==> config.mk <==
export PLATFORM = sky130hd
export DESIGN_NAME = completion_credit_tracker
export DESIGN_NICKNAME = d
export VERILOG_FILES = /design/src/cct_pkg.sv /design/src/cct_need_calc.sv /design/src/cct_release_calc.sv /design/src/completion_credit_tracker.sv
export SDC_FILE = /design/constraint.sdc
export NUM_CORES = 1
export LEC_CHECK = 0
export BUFFER_PORTS_ARGS = -buffer_cell sky130_fd_sc_hd__buf_2
export CAP_MARGIN = 30
export CORE_MARGIN = 4
export CORE_UTILIZATION = 35
export DETAILED_ROUTE_END_ITERATION = 16
export PLACE_DENSITY = 0.47
export SYNTH_ARGS = -nofsm -noshare
export SYNTH_HDL_FRONTEND = slang
export SYNTH_HIERARCHICAL = 1
export SYNTH_SLANG_ARGS = --single-unit
==> constraint.sdc <==
create_clock -name clk -period 23.4 [get_ports clk]
set_input_delay 4.68 -clock clk [delete_from_list [all_inputs] [get_ports clk]]
set_output_delay 4.68 -clock clk [all_outputs]
set_load 0.02 [all_outputs]
==> src/cct_pkg.sv <==
// Behaviour
// Header and data counters cleared at reset.
// Header need from address, size, boundary.
// Data need in 16-byte credits, rounded up.
// I/O write needs no data credits.
// Admit only when both totals hold.
// Add needs to counters on send.
// Per-request method stores needs by tag.
// Per-request release after final completion data.
// Data credits per boundary is boundary/16.
// Header release per completion start and crossing.
// Per-boundary method releases data per header.
// Crossings from lower address and length.
// Running address alternative counts rollovers.
// Per-data-credit method releases per 16-byte crossing.
// I/O read one credit, write none. Code gives I/O read one credit in the per-boundary method only.
// Completions matched to request type by tag.
// Data total scalable by two or four.
// Streaming needs receive ready held high.
// Device never overflows with ready held.
// Boundary defaults to 64 bytes.
// Static configuration, counters saturate at zero.
// Ready asserted only when admission passes.
`default_nettype none
package cct_pkg;
  localparam int unsigned CREDIT_BYTES = 16;
  // default boundary of 64 bytes
  localparam int unsigned DEF_BOUNDARY_BYTES = 64;
  localparam int unsigned DEF_HDR_TOTAL = 36;
  localparam int unsigned DEF_DATA_TOTAL = 77;
  localparam int unsigned HDR_W = 8;
  localparam int unsigned DATA_W = 12;
  localparam int unsigned TAG_W = 5;
  localparam logic [HDR_W-1:0] HDR_RESET = 8'h00;
  localparam logic [DATA_W-1:0] DATA_RESET = 12'h000;

  typedef enum logic [3:0] {
    per_request_release = 4'h1,
    per_boundary_release = 4'h2,
    per_data_credit_release = 4'h4,
    line_rate_streaming = 4'h8
  } method_t;

  typedef enum logic [1:0] {
    kind_mem_read = 2'h0,
    kind_io_read = 2'h1,
    kind_io_write = 2'h2
  } req_kind_t;

  typedef struct packed {
    logic [11:0] start_addr;
    logic [12:0] size_bytes;
    req_kind_t kind;
    logic [TAG_W-1:0] tag;
  } np_req_t;

  typedef struct packed {
    logic [6:0] lower_addr;
    logic [12:0] length_bytes;
    logic [TAG_W-1:0] tag;
    logic last;
  } cpl_hdr_t;

  // Ceiling of (addr mod unit + len) / unit, unit a power of two
  function automatic logic [13:0] span_count(input logic [11:0] addr,
    input logic [12:0] len, input int unsigned unit_log2);
    logic [13:0] sum;
    logic [13:0] mask;
    sum = 14'h0000;
    mask = 14'((1 << unit_log2) - 1);
    sum = ({2'h0, addr} & mask) + {1'b0, len} + mask;
    span_count = sum >> unit_log2;
  endfunction
endpackage
`default_nettype wire

==> src/cct_need_calc.sv <==
`default_nettype none
// Worst-case credits of one non-posted request
module cct_need_calc
  import cct_pkg::*;
#(
  parameter int unsigned BOUNDARY_BYTES = DEF_BOUNDARY_BYTES,
  parameter method_t METHOD = per_request_release,
  parameter int unsigned DATA_SCALE = 1
)(
  input wire np_req_t req,
  output logic [HDR_W-1:0] req_hdr_credit_need,
  output logic [DATA_W-1:0] req_data_credit_need
);
  localparam int unsigned BND_LOG2 = $clog2(BOUNDARY_BYTES);
  localparam int unsigned UNIT_LOG2 = $clog2(CREDIT_BYTES / DATA_SCALE);
  logic [13:0] hdr_span;
  logic [13:0] data_span;

  // Need arithmetic
  always_comb
  begin
    // header need
    hdr_span = span_count(req.start_addr, req.size_bytes, BND_LOG2);
    req_hdr_credit_need = hdr_span[HDR_W-1:0];
    // data need rounded up, R17 scaled unit
    data_span = span_count(req.start_addr, req.size_bytes, UNIT_LOG2);
    req_data_credit_need = data_span[DATA_W-1:0];
    // I/O write needs no data; R15 I/O read one credit in per-boundary method only
    if (req.kind == kind_io_write)
      req_data_credit_need = DATA_RESET;
    else if (req.kind == kind_io_read && METHOD == per_boundary_release)
      req_data_credit_need = 12'(DATA_SCALE);
  end
endmodule
`default_nettype wire

==> src/cct_release_calc.sv <==
`default_nettype none
// Credits freed by one completion
module cct_release_calc
  import cct_pkg::*;
#(
  parameter int unsigned BOUNDARY_BYTES = DEF_BOUNDARY_BYTES,
  parameter int unsigned DATA_SCALE = 1
)(
  input wire cpl_hdr_t cpl,
  output logic [HDR_W-1:0] boundary_crossings,
  output logic [DATA_W-1:0] data_credit_crossings
);
  localparam int unsigned BND_LOG2 = $clog2(BOUNDARY_BYTES);
  localparam int unsigned UNIT_LOG2 = $clog2(CREDIT_BYTES / DATA_SCALE);
  logic [13:0] bspan;
  logic [13:0] dspan;

  // Crossing counts from completion header
  always_comb
  begin
    // ceiling formula replaces rollover counting
    // boundary crossings
    bspan = span_count({5'h00, cpl.lower_addr}, cpl.length_bytes, BND_LOG2);
    boundary_crossings = bspan[HDR_W-1:0];
    // data credit crossings
    dspan = span_count({5'h00, cpl.lower_addr}, cpl.length_bytes, UNIT_LOG2);
    data_credit_crossings = dspan[DATA_W-1:0];
  end
endmodule
`default_nettype wire

==> src/completion_credit_tracker.sv <==
`default_nettype none
// Admission and release of completion credits
module completion_credit_tracker
  import cct_pkg::*;
#(
  parameter method_t METHOD = per_request_release,
  parameter int unsigned BOUNDARY_BYTES = DEF_BOUNDARY_BYTES,
  parameter int unsigned HDR_TOTAL = DEF_HDR_TOTAL,
  parameter int unsigned DATA_TOTAL = DEF_DATA_TOTAL,
  parameter int unsigned DATA_SCALE = 1
)(
  input wire logic clk,
  input wire logic nrst,
  input wire logic req_valid,
  input wire np_req_t req,
  output logic req_ready,
  input wire logic cpl_valid,
  input wire cpl_hdr_t cpl,
  output logic rx_ready,
  output logic [HDR_W-1:0] hdr_credits_outstanding,
  output logic [DATA_W-1:0] data_credits_outstanding
);
  // static configuration; R17 scaled data total
  localparam logic [DATA_W:0] DATA_LIMIT =
    (DATA_W+1)'(DATA_TOTAL * DATA_SCALE);
  localparam logic [HDR_W:0] HDR_LIMIT = (HDR_W+1)'(HDR_TOTAL);
  // data credits per boundary
  localparam logic [DATA_W-1:0] data_credits_per_boundary =
    DATA_W'(BOUNDARY_BYTES / CREDIT_BYTES * DATA_SCALE);
  localparam int unsigned NTAG = 1 << TAG_W;

  logic [HDR_W-1:0] hdr_q;
  logic [HDR_W-1:0] hdr_d;
  logic [DATA_W-1:0] data_q;
  logic [DATA_W-1:0] data_d;
  logic [HDR_W-1:0] req_hdr_credit_need;
  logic [DATA_W-1:0] req_data_credit_need;
  logic [HDR_W-1:0] boundary_crossings;
  logic [DATA_W-1:0] data_credit_crossings;
  logic [HDR_W-1:0] hdr_store_q [NTAG];
  logic [DATA_W-1:0] data_store_q [NTAG];
  req_kind_t kind_store_q [NTAG];
  logic admit;
  logic send;
  logic [HDR_W-1:0] hdr_add;
  logic [DATA_W-1:0] data_add;
  logic [HDR_W-1:0] hdr_sub;
  logic [DATA_W-1:0] data_sub;
  logic [HDR_W:0] hdr_tmp;
  logic [DATA_W:0] data_tmp;
  logic [DATA_W+HDR_W-1:0] prod;

  cct_need_calc #(
    .BOUNDARY_BYTES(BOUNDARY_BYTES),
    .METHOD(METHOD),
    .DATA_SCALE(DATA_SCALE)
  ) u_need (
    .req(req),
    .req_hdr_credit_need(req_hdr_credit_need),
    .req_data_credit_need(req_data_credit_need)
  );

  cct_release_calc #(
    .BOUNDARY_BYTES(BOUNDARY_BYTES),
    .DATA_SCALE(DATA_SCALE)
  ) u_rel (
    .cpl(cpl),
    .boundary_crossings(boundary_crossings),
    .data_credit_crossings(data_credit_crossings)
  );

  // Admission check
  always_comb
  begin
    // both totals must hold; streaming relies on R18
    admit = ({1'b0, hdr_q} + {1'b0, req_hdr_credit_need} <= HDR_LIMIT) &&
            ({1'b0, data_q} + {1'b0, req_data_credit_need} <= DATA_LIMIT);
    if (METHOD == line_rate_streaming)
      admit = 1'b1;
  end

  // ready only with a passing request
  assign req_ready = req_valid && admit;
  assign send = req_ready;
  // completions always taken at line rate (R19 on far side)
  assign rx_ready = 1'b1;
  assign hdr_credits_outstanding = hdr_q;
  assign data_credits_outstanding = data_q;

  // Release amounts per method
  always_comb
  begin
    hdr_sub = HDR_RESET;
    data_sub = DATA_RESET;
    prod = '0;
    if (cpl_valid)
    begin
      case (METHOD)
        per_request_release:
        begin
          // release stored needs on final completion
          if (cpl.last)
          begin
            hdr_sub = hdr_store_q[cpl.tag];
            data_sub = data_store_q[cpl.tag];
          end
        end
        per_boundary_release:
        begin
          // one header per completion start and per crossing
          hdr_sub = boundary_crossings;
          // boundary data per header; R16 tag-matched I/O policy
          prod = boundary_crossings * data_credits_per_boundary;
          data_sub = prod[DATA_W-1:0];
          if (kind_store_q[cpl.tag] == kind_io_read)
            data_sub = DATA_W'(DATA_SCALE);
          else if (kind_store_q[cpl.tag] == kind_io_write)
            data_sub = DATA_RESET;
        end
        per_data_credit_release:
        begin
          // header release; R14 data crossings
          hdr_sub = boundary_crossings;
          data_sub = data_credit_crossings;
          if (kind_store_q[cpl.tag] == kind_io_write)
            data_sub = DATA_RESET;
        end
        default:
        begin
          hdr_sub = HDR_RESET;
          data_sub = DATA_RESET;
        end
      endcase
    end
  end

  // Next counter values
  always_comb
  begin
    hdr_add = send ? req_hdr_credit_need : HDR_RESET;
    data_add = send ? req_data_credit_need : DATA_RESET;
    // add needs on send
    hdr_tmp = {1'b0, hdr_q} + {1'b0, hdr_add};
    data_tmp = {1'b0, data_q} + {1'b0, data_add};
    // saturate at zero
    hdr_d = (hdr_tmp > {1'b0, hdr_sub}) ?
            HDR_W'(hdr_tmp - {1'b0, hdr_sub}) : HDR_RESET;
    data_d = (data_tmp > {1'b0, data_sub}) ?
             DATA_W'(data_tmp - {1'b0, data_sub}) : DATA_RESET;
    if (METHOD == line_rate_streaming)
    begin
      hdr_d = HDR_RESET;
      data_d = DATA_RESET;
    end
  end

  // Outstanding counters
  // cleared at reset
  always_ff @(posedge clk or negedge nrst)
  begin
    if (!nrst)
    begin
      hdr_q <= HDR_RESET;
      data_q <= DATA_RESET;
    end
    else
    begin
      hdr_q <= hdr_d;
      data_q <= data_d;
    end
  end

  // Per-tag store of needs and kind
  // keep needs per sent request
  always_ff @(posedge clk)
  begin
    if (send)
    begin
      hdr_store_q[req.tag] <= req_hdr_credit_need;
      data_store_q[req.tag] <= req_data_credit_need;
      kind_store_q[req.tag] <= req.kind;
    end
  end

  // Admission never overruns totals
  // counters bounded
  hdr_bound_a: assert property (@(posedge clk) disable iff (!nrst)
    ({1'b0, hdr_q} <= HDR_LIMIT) && ({1'b0, data_q} <= DATA_LIMIT))
    else $error("outstanding credits above total");

  ready_admit_a: assert property (@(posedge clk) disable iff (!nrst)
    req_ready |-> (METHOD == line_rate_streaming) ||
      ({1'b0, hdr_q} + {1'b0, req_hdr_credit_need} <= HDR_LIMIT))
    else $error("ready without header room");

  send_add_a: assert property (@(posedge clk) disable iff (!nrst)
    (send && !cpl_valid && METHOD != line_rate_streaming) |=>
      hdr_q == $past(hdr_q) + $past(req_hdr_credit_need))
    else $error("header need not added on send");

  reset_clear_a: assert property (@(posedge clk)
    $rose(nrst) |-> hdr_q == HDR_RESET && data_q == DATA_RESET)
    else $error("counters not clear after reset");

  rx_ready_a: assert property (@(posedge clk) disable iff (!nrst)
    rx_ready[*2])
    else $error("receive ready dropped");

  io_write_a: assert property (@(posedge clk) disable iff (!nrst)
    (req_valid && req.kind == kind_io_write) |->
      req_data_credit_need == DATA_RESET)
    else $error("io write asks data credits");

  release_hold_a: assert property (@(posedge clk) disable iff (!nrst)
    (METHOD == per_request_release && !send && cpl_valid && !cpl.last) |=>
      hdr_q == $past(hdr_q))
    else $error("early per-request release");

  sat_zero_a: assert property (@(posedge clk) disable iff (!nrst)
    (!send && cpl_valid && hdr_sub >= hdr_q) |=> hdr_q == HDR_RESET)
    else $error("header counter did not saturate");

  // Data admission
  data_admit_a: assert property (@(posedge clk) disable iff (!nrst)
    req_ready |-> (METHOD == line_rate_streaming) ||
      ({1'b0, data_q} + {1'b0, req_data_credit_need} <= DATA_LIMIT))
    else $error("ready without data room");

  // Refusal when header room is short
  hdr_refuse_a: assert property (@(posedge clk) disable iff (!nrst)
    (req_valid && METHOD != line_rate_streaming &&
      ({1'b0, hdr_q} + {1'b0, req_hdr_credit_need} > HDR_LIMIT)) |->
      !req_ready)
    else $error("ready despite header shortage");

  // Ready never without a request
  ready_valid_a: assert property (@(posedge clk) disable iff (!nrst)
    req_ready |-> req_valid)
    else $error("ready without valid");

  // Data need added on send
  data_add_a: assert property (@(posedge clk) disable iff (!nrst)
    (send && !cpl_valid && METHOD != line_rate_streaming) |=>
      data_q == $past(data_q) + $past(req_data_credit_need))
    else $error("data need not added on send");

  // Counters hold while idle
  idle_hold_a: assert property (@(posedge clk) disable iff (!nrst)
    (!send && !cpl_valid) |=>
      hdr_q == $past(hdr_q) && data_q == $past(data_q))
    else $error("counters moved while idle");

  // Data held until the final completion
  data_hold_a: assert property (@(posedge clk) disable iff (!nrst)
    (METHOD == per_request_release && !send && cpl_valid && !cpl.last)
      |=> data_q == $past(data_q))
    else $error("early per-request data release");

  // Stored needs match the sent request
  store_keep_a: assert property (@(posedge clk) disable iff (!nrst)
    send |=> hdr_store_q[$past(req.tag)] == $past(req_hdr_credit_need) &&
      data_store_q[$past(req.tag)] == $past(req_data_credit_need))
    else $error("stored needs lost");

  // Header release per completion start and crossing
  hdr_cross_a: assert property (@(posedge clk) disable iff (!nrst)
    (cpl_valid && (METHOD == per_boundary_release ||
      METHOD == per_data_credit_release)) |-> hdr_sub == boundary_crossings)
    else $error("header release not per crossing");

  // Data release per 16-byte crossing
  data_cross_a: assert property (@(posedge clk) disable iff (!nrst)
    (cpl_valid && METHOD == per_data_credit_release &&
      kind_store_q[cpl.tag] != kind_io_write) |->
      data_sub == data_credit_crossings)
    else $error("data release not per credit");

  // Boundary data release per header
  bnd_data_a: assert property (@(posedge clk) disable iff (!nrst)
    (cpl_valid && METHOD == per_boundary_release &&
      kind_store_q[cpl.tag] == kind_mem_read) |->
      data_sub == DATA_W'(boundary_crossings * data_credits_per_boundary))
    else $error("boundary data release wrong");

  // One data credit per I/O read
  io_read_a: assert property (@(posedge clk) disable iff (!nrst)
    (req_valid && req.kind == kind_io_read &&
      METHOD == per_boundary_release) |->
      req_data_credit_need == DATA_W'(DATA_SCALE))
    else $error("io read need not one credit");

  // Streaming leaves counters at zero
  stream_zero_a: assert property (@(posedge clk) disable iff (!nrst)
    (METHOD == line_rate_streaming) |->
      hdr_q == HDR_RESET && data_q == DATA_RESET)
    else $error("streaming counters moved");

  // Data counter saturates at zero
  sat_data_a: assert property (@(posedge clk) disable iff (!nrst)
    (!send && cpl_valid && data_sub >= data_q) |=> data_q == DATA_RESET)
    else $error("data counter did not saturate");

  // Header need covers any data
  hdr_need_a: assert property (@(posedge clk) disable iff (!nrst)
    (req_valid && req.size_bytes != 13'h0000) |->
      req_hdr_credit_need != HDR_RESET)
    else $error("header need zero for data");
endmodule
`default_nettype wire
==> results of run 1 <==
[flip-flops by register name, indices dropped and copies added (netlist names)]
register	count
data_credits_outstanding	12
data_store_q	384
hdr_credits_outstanding	8
hdr_store_q	256
[stage by stage]
| step | instances | cell area (um2) |
|---|---|---|
| 5_1_grt | 2730 | 32700 |
| 3_5_place_dp | 2598 | 30400 |
| 6_report | 2731 | 32700 |
| 4_1_cts | 2730 | 32700 |
| 3_3_place_gp | 2595 | 30300 |
| 2_1_floorplan | 1485 | 28300 |
[cells in the mapped netlist (4+ instances only)]
cell        n
nor2b_1    13
nor2_1     71
a21oi_1    32
and3_1      8
nand2_1    45
nand2b_1   11
o21a_1     18
ha_1       71
edfxtp_1  640
or3_1      11
a31oi_1     5
nand3_1    11
mux2_2     16
clkbuf_1   31
nand4_1     5
inv_1      54
fa_1        6
buf_2      11
nor3_1     47
o21ai_0    25
a21o_1      9
nand3b_1    4
buf_1      18
xnor2_1    22
xor2_1     16
mux4_2    200
dfrtp_1    20
a211oi_1    7
[final timing paths]
path,depth (start not counted),slack [ps],start,to
worst min-delay path,4,940,hdr_credits_outstanding[0],hdr_credits_outstanding[0]
worst min register to register,4,940,hdr_credits_outstanding[0],hdr_credits_outstanding[0]
worst max-delay path,20,8230,req[10],req_ready
worst max register to register,24,16220,hdr_credits_outstanding[0],data_credits_outstanding[7]
max in group asynchronous,1,18980,nrst,hdr_credits_outstanding[1]
min in group asynchronous,1,4050,nrst,data_credits_outstanding[3]
[kinds of logic (layout without fill, tap and decap cells)]
kind of cell | count (synthesis) | after routing | synth area share
flip-flops | 660 | 660 | 0.697
AND/OR/NAND/NOR | 245 | 245 | 0.0426
multiplexers | 218 | 218 | 0.166
AO/OA/AOI/OAI | 124 | 124 | 0.0291
buffers and inverters | 120 | 305 | 0.0176
adder cells (fa/ha/maj) | 77 | 77 | 0.0356
XOR/XNOR | 38 | 38 | 0.0118
other | 2 | 4 | 0.000265
[cell type report]
class / instances / area [um2]
Fill cell: 7119 / 47600
Sequential cell: 660 / 19700
Multi-Input combinational cell: 705 / 8340
Clock buffer: 96 / 2000
Tap cell: 1060 / 1330
Timing Repair Buffer: 119 / 783
Clock inverter: 36 / 280
Inverter: 54 / 203
Antenna cell: 1 / 2.50
[where the power goes]
part | switching [mW] | internal [mW]
clock | 0.458 | 0.638
sequential | 0.0154 | 1.33
combinational | 0.258 | 0.168
total | 0.731 | 2.14
[worst max-delay path: stages]
cell       delay [ps]
buf_2              70
inv_1              30
ha_1              280
inv_1              40
ha_1              270
or2_2             320
and3_1            190
a31oi_1           780
nand2b_1          240
xnor2_2           340
buf_4             400
ha_1              340
a21oi_1           320
nand2_1           140
a2111o_1          430
a21oi_1           310
o2111ai_1         140
or4_2             870
inv_1             100
buf_2             160
[per-layer routing]
layer	share of wire	up-vias
li1	-	6307
met1	0.45	7734
met2	0.48	336
met3	0.048	97
met4	0.019	8
met5	0.00066	-
==> key figures, run 1 <==
Timing
  • Post-route setup TNS: 0 ps
  • Tmin final: 15170 ps
  • Hold_ws: 938 ps
  • Setup violations, final: 0
  • Worst setup margin: 8230 ps
  • Final Hold Viols: 0
  • Slew Limit Headroom: 0.302
  • Peak Freq: 65.9 MHz
  • Clock Skews: 21.3 ps
  • Final period util: 0.648
  • Slew @ Worst Pin: 1040 ps
  • Pins over their slew limit: 0
  • RSZ-0062 raised after global routing: no

Worst setup path
  • CP endpoint kind: primary output
  • CP Data Required Time: 18720 ps
  • Crit path DAT: 10490 ps
  • Critical path type: primary input to primary output
  • CP max FO: 18
  • CP Launch Type: primary input

GRT
  • Total grt overflow: 0
  • Pin count of the biggest net entering global routing: 65
  • GRT Max-Usage Layer: met2
  • Initial antenna violation count: 13
  • Vias in the first global route: 15100
  • M1 GR Usage: 0.242
  • GR Util met3: 0.0331
  • First-pass GRT wire length: 107000 um
  • Grt met2 use: 0.281
  • Tot GR Track Use: 0.172

Routing
  • Number of routed nets with antenna violations: 0
  • DR WL/cell: 26.7 um
  • Drt first pass iters: 7
  • DRC: 0
  • Final wirelength: 72900 um
  • DR vias/cell: 5.30
  • Via count: 14500
  • First DRT Iteration DRCs: 1122

Synthesis
  • Synth Instances: 1484
  • Share of the synthesized area in the top cell type: 0.679
  • Dominant cells by area after synthesis: edfxtp_1, mux4_2, ha_1, dfrtp_1, nor2_1
  • Yosys top cell by area: edfxtp_1
  • Post-synth EDFFs: 640
  • Async SR Flop Fraction: 0.0303
  • YS warnings: 6
  • Synthesis-stage register bit count: 660
  • Post-synthesis sequential area ratio: 0.697
  • Synth unique cells: 63
  • Top_reg_cell synth: edfxtp_1
  • Synth Area per Inst: 19.1 um2
  • Cell area after synthesis: 28300 um2

Pwr
  • Pleak: 10.8 nW
  • PwrDens: 87.8 nW/um2
  • Tot Pwr: 2.87 mW
  • Max VDD drop: 46.8 uV

Placement
  • GPL Wtd Cong: 0.758
  • DPL Wire Length: 43000 um
  • Buffers on Ports: 56
  • Worst slack, placed: 8260 ps

CTS
  • CTS resizes: 0
  • Latest clock arrival within the worst-skew pair: 610 ps
  • Clock root buffer: clkbuf_16
  • Clock Sinks: 660
  • Post-CTS Hold Fix Bufs: 0
  • CTS tree: built
  • Total CTS buffers: 75
  • Setup Buffers After CTS: 0
  • # H-tree levels: 3
  • Clock buffer depth: 3
  • Clk slew on worst S/H paths: 50 ps

Floorplanning
  • Die Wd: 292 um
  • Die area: 85500 um2
  • Die Ht: 292 um
  • Row count: 104
  • IO Count: 84
  • Core Area: 80300 um2
  • Starting density of the core: 0.352

Min path
  • Min-delay worst type: flop to flop

Finish
  • Most frequent cells in the layout: edfxtp_1, mux4_2, clkbuf_16
  • Nets: 1754
  • Commonest non-fill, non-tap cell in the layout: edfxtp_1
  • Layout cells sized above 1: 0.296
  • Final core utilization: 0.407
  • Layout area overhead: 15.4%

Flow run
  • Maximum Capacitance Violations: 0

Outcome
  • Status: complete, no violations
Note: power is estimated with default switching activity, not from simulation.
==> run 2, diff against run 1 <==
Settings changed: ABC_AREA set to 1.
Clock period 23.4 ns to 15.4 ns, I/O delays scaled along.
==> key figures, run 2 <==
Floorplanning
  • IO Count: 84 (unchanged)
  • Die Ht: 297 um (+1.5%)
  • Starting density of the core: 0.354 (+0.00142)
  • Core Area: 82400 um2 (+2.6%)
  • Row count: 105 (+0.96%)
  • Die area: 88000 um2 (+2.9%)
  • Die Wd: 297 um (+1.5%)

Min path
  • Min-delay worst type: flop to flop
  • Worst Hold Launch: data_credits_outstanding[0]

GRT
  • First-pass GRT wire length: 129000 um (+21%)
  • Total grt overflow: 0 (unchanged)
  • Vias in the first global route: 19500 (+29%)
  • Pin count of the biggest net entering global routing: 141 (+120%)
  • Initial antenna violation count: 3 (-10)
  • Tot GR Track Use: 0.199 (+0.0269)

Synthesis
  • Most frequent cells after synthesis: edfxtp_1, nor2_1, o21ai_0
  • Post-synth EDFFs: 640 (unchanged)
  • YS warnings: 6 (unchanged)
  • Synth Area per Inst: 11.9 um2 (-37%)
  • Dominant cells by area after synthesis: edfxtp_1, o21ai_0, nor2_1, o221ai_1, ha_1
  • Yosys top cell by area: edfxtp_1
  • Synthesis-stage register bit count: 660 (unchanged)
  • Share of the synthesized area in the top cell type: 0.659 (-0.0198)
  • Top_reg_cell synth: edfxtp_1
  • Most frequent cell after synthesis: edfxtp_1
  • Async SR Flop Fraction: 0.0303 (unchanged)
  • Synth Instances: 2440 (+64%)
  • Synth unique cells: 47 (-25%)
  • Cell area after synthesis: 29200 um2 (+3.0%)
  • Post-synthesis sequential area ratio: 0.676 (-0.0204)

Timing
  • Tmin final: 10160 ps
  • Slew @ Worst Pin: 920 ps (-123 ps)
  • Slew Limit Headroom: 0.387 (+0.0851)
  • Setup violations, final: 0 (unchanged)
  • Post-route setup TNS: 0 ps (unchanged)
  • Final period util: 0.660
  • Final Hold Viols: 0 (unchanged)
  • RSZ-0062 raised after global routing: no
  • Pins over their slew limit: 0 (unchanged)
  • Clock Skews: 30.1 ps (+8.83 ps)
  • Peak Freq: 98.5 MHz

Routing
  • Drt first pass iters: 5 (-2)
  • Via count: 19800 (+37%)
  • DR WL/cell: 24.4 um (-8.5%)
  • First DRT Iteration DRCs: 1383 (+23%)
  • Final wirelength: 88300 um (+21%)
  • Number of routed nets with antenna violations: 0 (unchanged)
  • DRC: 0 (unchanged)
  • DR vias/cell: 5.48 (+3.4%)

Finish
  • Commonest non-fill, non-tap cell in the layout: edfxtp_1
  • Max reg flops: 384 (unchanged)
  • Most frequent cells in the layout: edfxtp_1, nor2_1, o21ai_0
  • Layout area overhead: 13.5%
  • Final core utilization: 0.402 (-0.00503)
  • Design Area, Final: 33100 um2 (+1.3%)
  • Layout cells sized above 1: 0.111 (-0.185)
  • Top reg by flops: data_store_q
  • Post-Layout Cell Count: 3613 (+32%)
  • Nets: 2626 (+50%)

Worst setup path
  • Critical path type: primary input to primary output
  • Crit path launch: req[10]
  • Setup crit end: req_ready
  • Crit path DAT: 7080 ps (-3410 ps)
  • CP Launch Type: primary input
  • Worst R2R Path Depth: 31 (+29%)
  • CP Data Required Time: 12320 ps (-6400 ps)
  • Worst R2R End: data_credits_outstanding[6]
  • CP max FO: 34 (+16)
  • CP endpoint kind: primary output
  • Flop2flop setup slack: 9460 ps (-6760 ps)
  • Worst reg2reg path startpoint: data_credits_outstanding[0]

CTS
  • Clock root buffer: clkbuf_16
  • CTS resizes: 0 (unchanged)
  • Total CTS buffers: 71 (-5.3%)
  • Clock Sinks: 660 (unchanged)
  • Post-CTS Hold Fix Bufs: 0 (unchanged)
  • CTS tree: built
  • Clock buffer depth: 3 (unchanged)
  • # H-tree levels: 3 (unchanged)
  • Clk slew on worst S/H paths: 60 ps (about the same)
  • Latest clock arrival within the worst-skew pair: 620 ps (about the same)
  • Setup Buffers After CTS: 0 (unchanged)

Placement
  • Placed Area: 30800 um2 (+1.5%)
  • DPL Wire Length: 51400 um (+19%)
  • Buffers on Ports: 56 (unchanged)
  • Placed Instances: 3483 (+34%)
  • GPL Wtd Cong: 0.853 (+12%)

Outcome
  • Status: complete, no violations

Pwr
  • Max VDD drop: 78.6 uV (+68%)
  • PwrDens: 135 nW/um2 (+53%)
  • Pleak: 11.4 nW (+6.0%)

Flow run
  • Maximum Capacitance Violations: 0 (unchanged)
[run 2: cell count changes in the layout (fill, tap and decap cells not counted), moves of 16 or more]
cell      previous run  this run
nand2_1             45       139
o221ai_1             0       121
o21ai_0             25       355
a21oi_1             28        44
nor2_1              66       408
o21a_1              18         1
nand3_1             11       161
o22ai_1              2        39
nor2_2               5        32
mux2_2              16         0
mux4_2             200         0
inv_1               54       102
nor3_2              33         1
[run 2: power breakdown]
part | switching, mW | leakage, nW | total [mW] | internal [mW]
Clock | 0.703 | 1.08 | 1.66 | 0.955
Combinational | 0.516 | 4.42 | 0.750 | 0.235
Sequential | 0.0262 | 5.90 | 2.05 | 2.02
[run 2: critical path, stage by stage]
cell      delay (ps)
buf_2             70
inv_1             30
ha_1             270
inv_1             50
ha_1             340
a21oi_1          290
o21ai_4          130
nand2_1           80
nand2_1           80
nor2_1            90
o21ai_0          110
inv_1             90
buf_4            410
inv_1            160
fa_1             460
nand3b_1         170
nand2_1          130
nand2_1           90
nand3_1           70
nand2_1           70
a21oi_1          210
nand4_1          220
nor2_1           150
buf_2            170
[run 2: cells by family (layout without fill, tap and decap cells)]
logic type	after synthesis	after routing	share of synthesized area
AND/OR/NAND/NOR	813	813	0.120
flip-flops	660	660	0.676
AO/OA/AOI/OAI	591	591	0.121
buffers and inverters	258	359	0.0361
adder cells (fa/ha/maj)	77	77	0.0346
XOR/XNOR	39	39	0.0117
other	2	4	0.000258
[run 2: layout make-up]
cell class,instances,area (um2)
clock inverters,40,390
flip-flops and latches,660,19700
clock buffers,88,1840
multi-input cells,1523,8560
inverters,114,439
repair buffers,117,793
fillers,7773,49300
diodes,1,2.50
well taps,1070,1340
[run 2: worst min-delay path by stage]
stage	slack (ps)	cells after the start	end
finish	960	4	data_credits_outstanding[0]
global route	1040	4	data_credits_outstanding[0]
CTS	970	4	data_credits_outstanding[0]
detailed placement	960	4	data_credits_outstanding[0]
global placement	970	4	data_credits_outstanding[0]
floorplan	870	6	hdr_credits_outstanding[0]
[run 2: per-stage QoR]
stage | hold WS [ps] | setup slack, ps | power [mW]
floorplan | 872 | 5400 | 2.59
global placement | 972 | 4910 | 2.82
detailed placement | 960 | 4770 | 2.83
CTS | 972 | 5240 | 4.49
global route | 1040 | 4710 | 4.66
finish | 959 | 5240 | 4.46
[run 2: layer usage]
layer  track usage  part of all wire  wire (um)  vias to the layer above
met5             0                 0          0                        -
met1         0.279              0.45      40000                    10100
met4        0.0451             0.019       1670                        0
met2         0.333              0.48      42100                      557
met3        0.0245             0.051       4530                      110
li1              -                 -          -                     9087
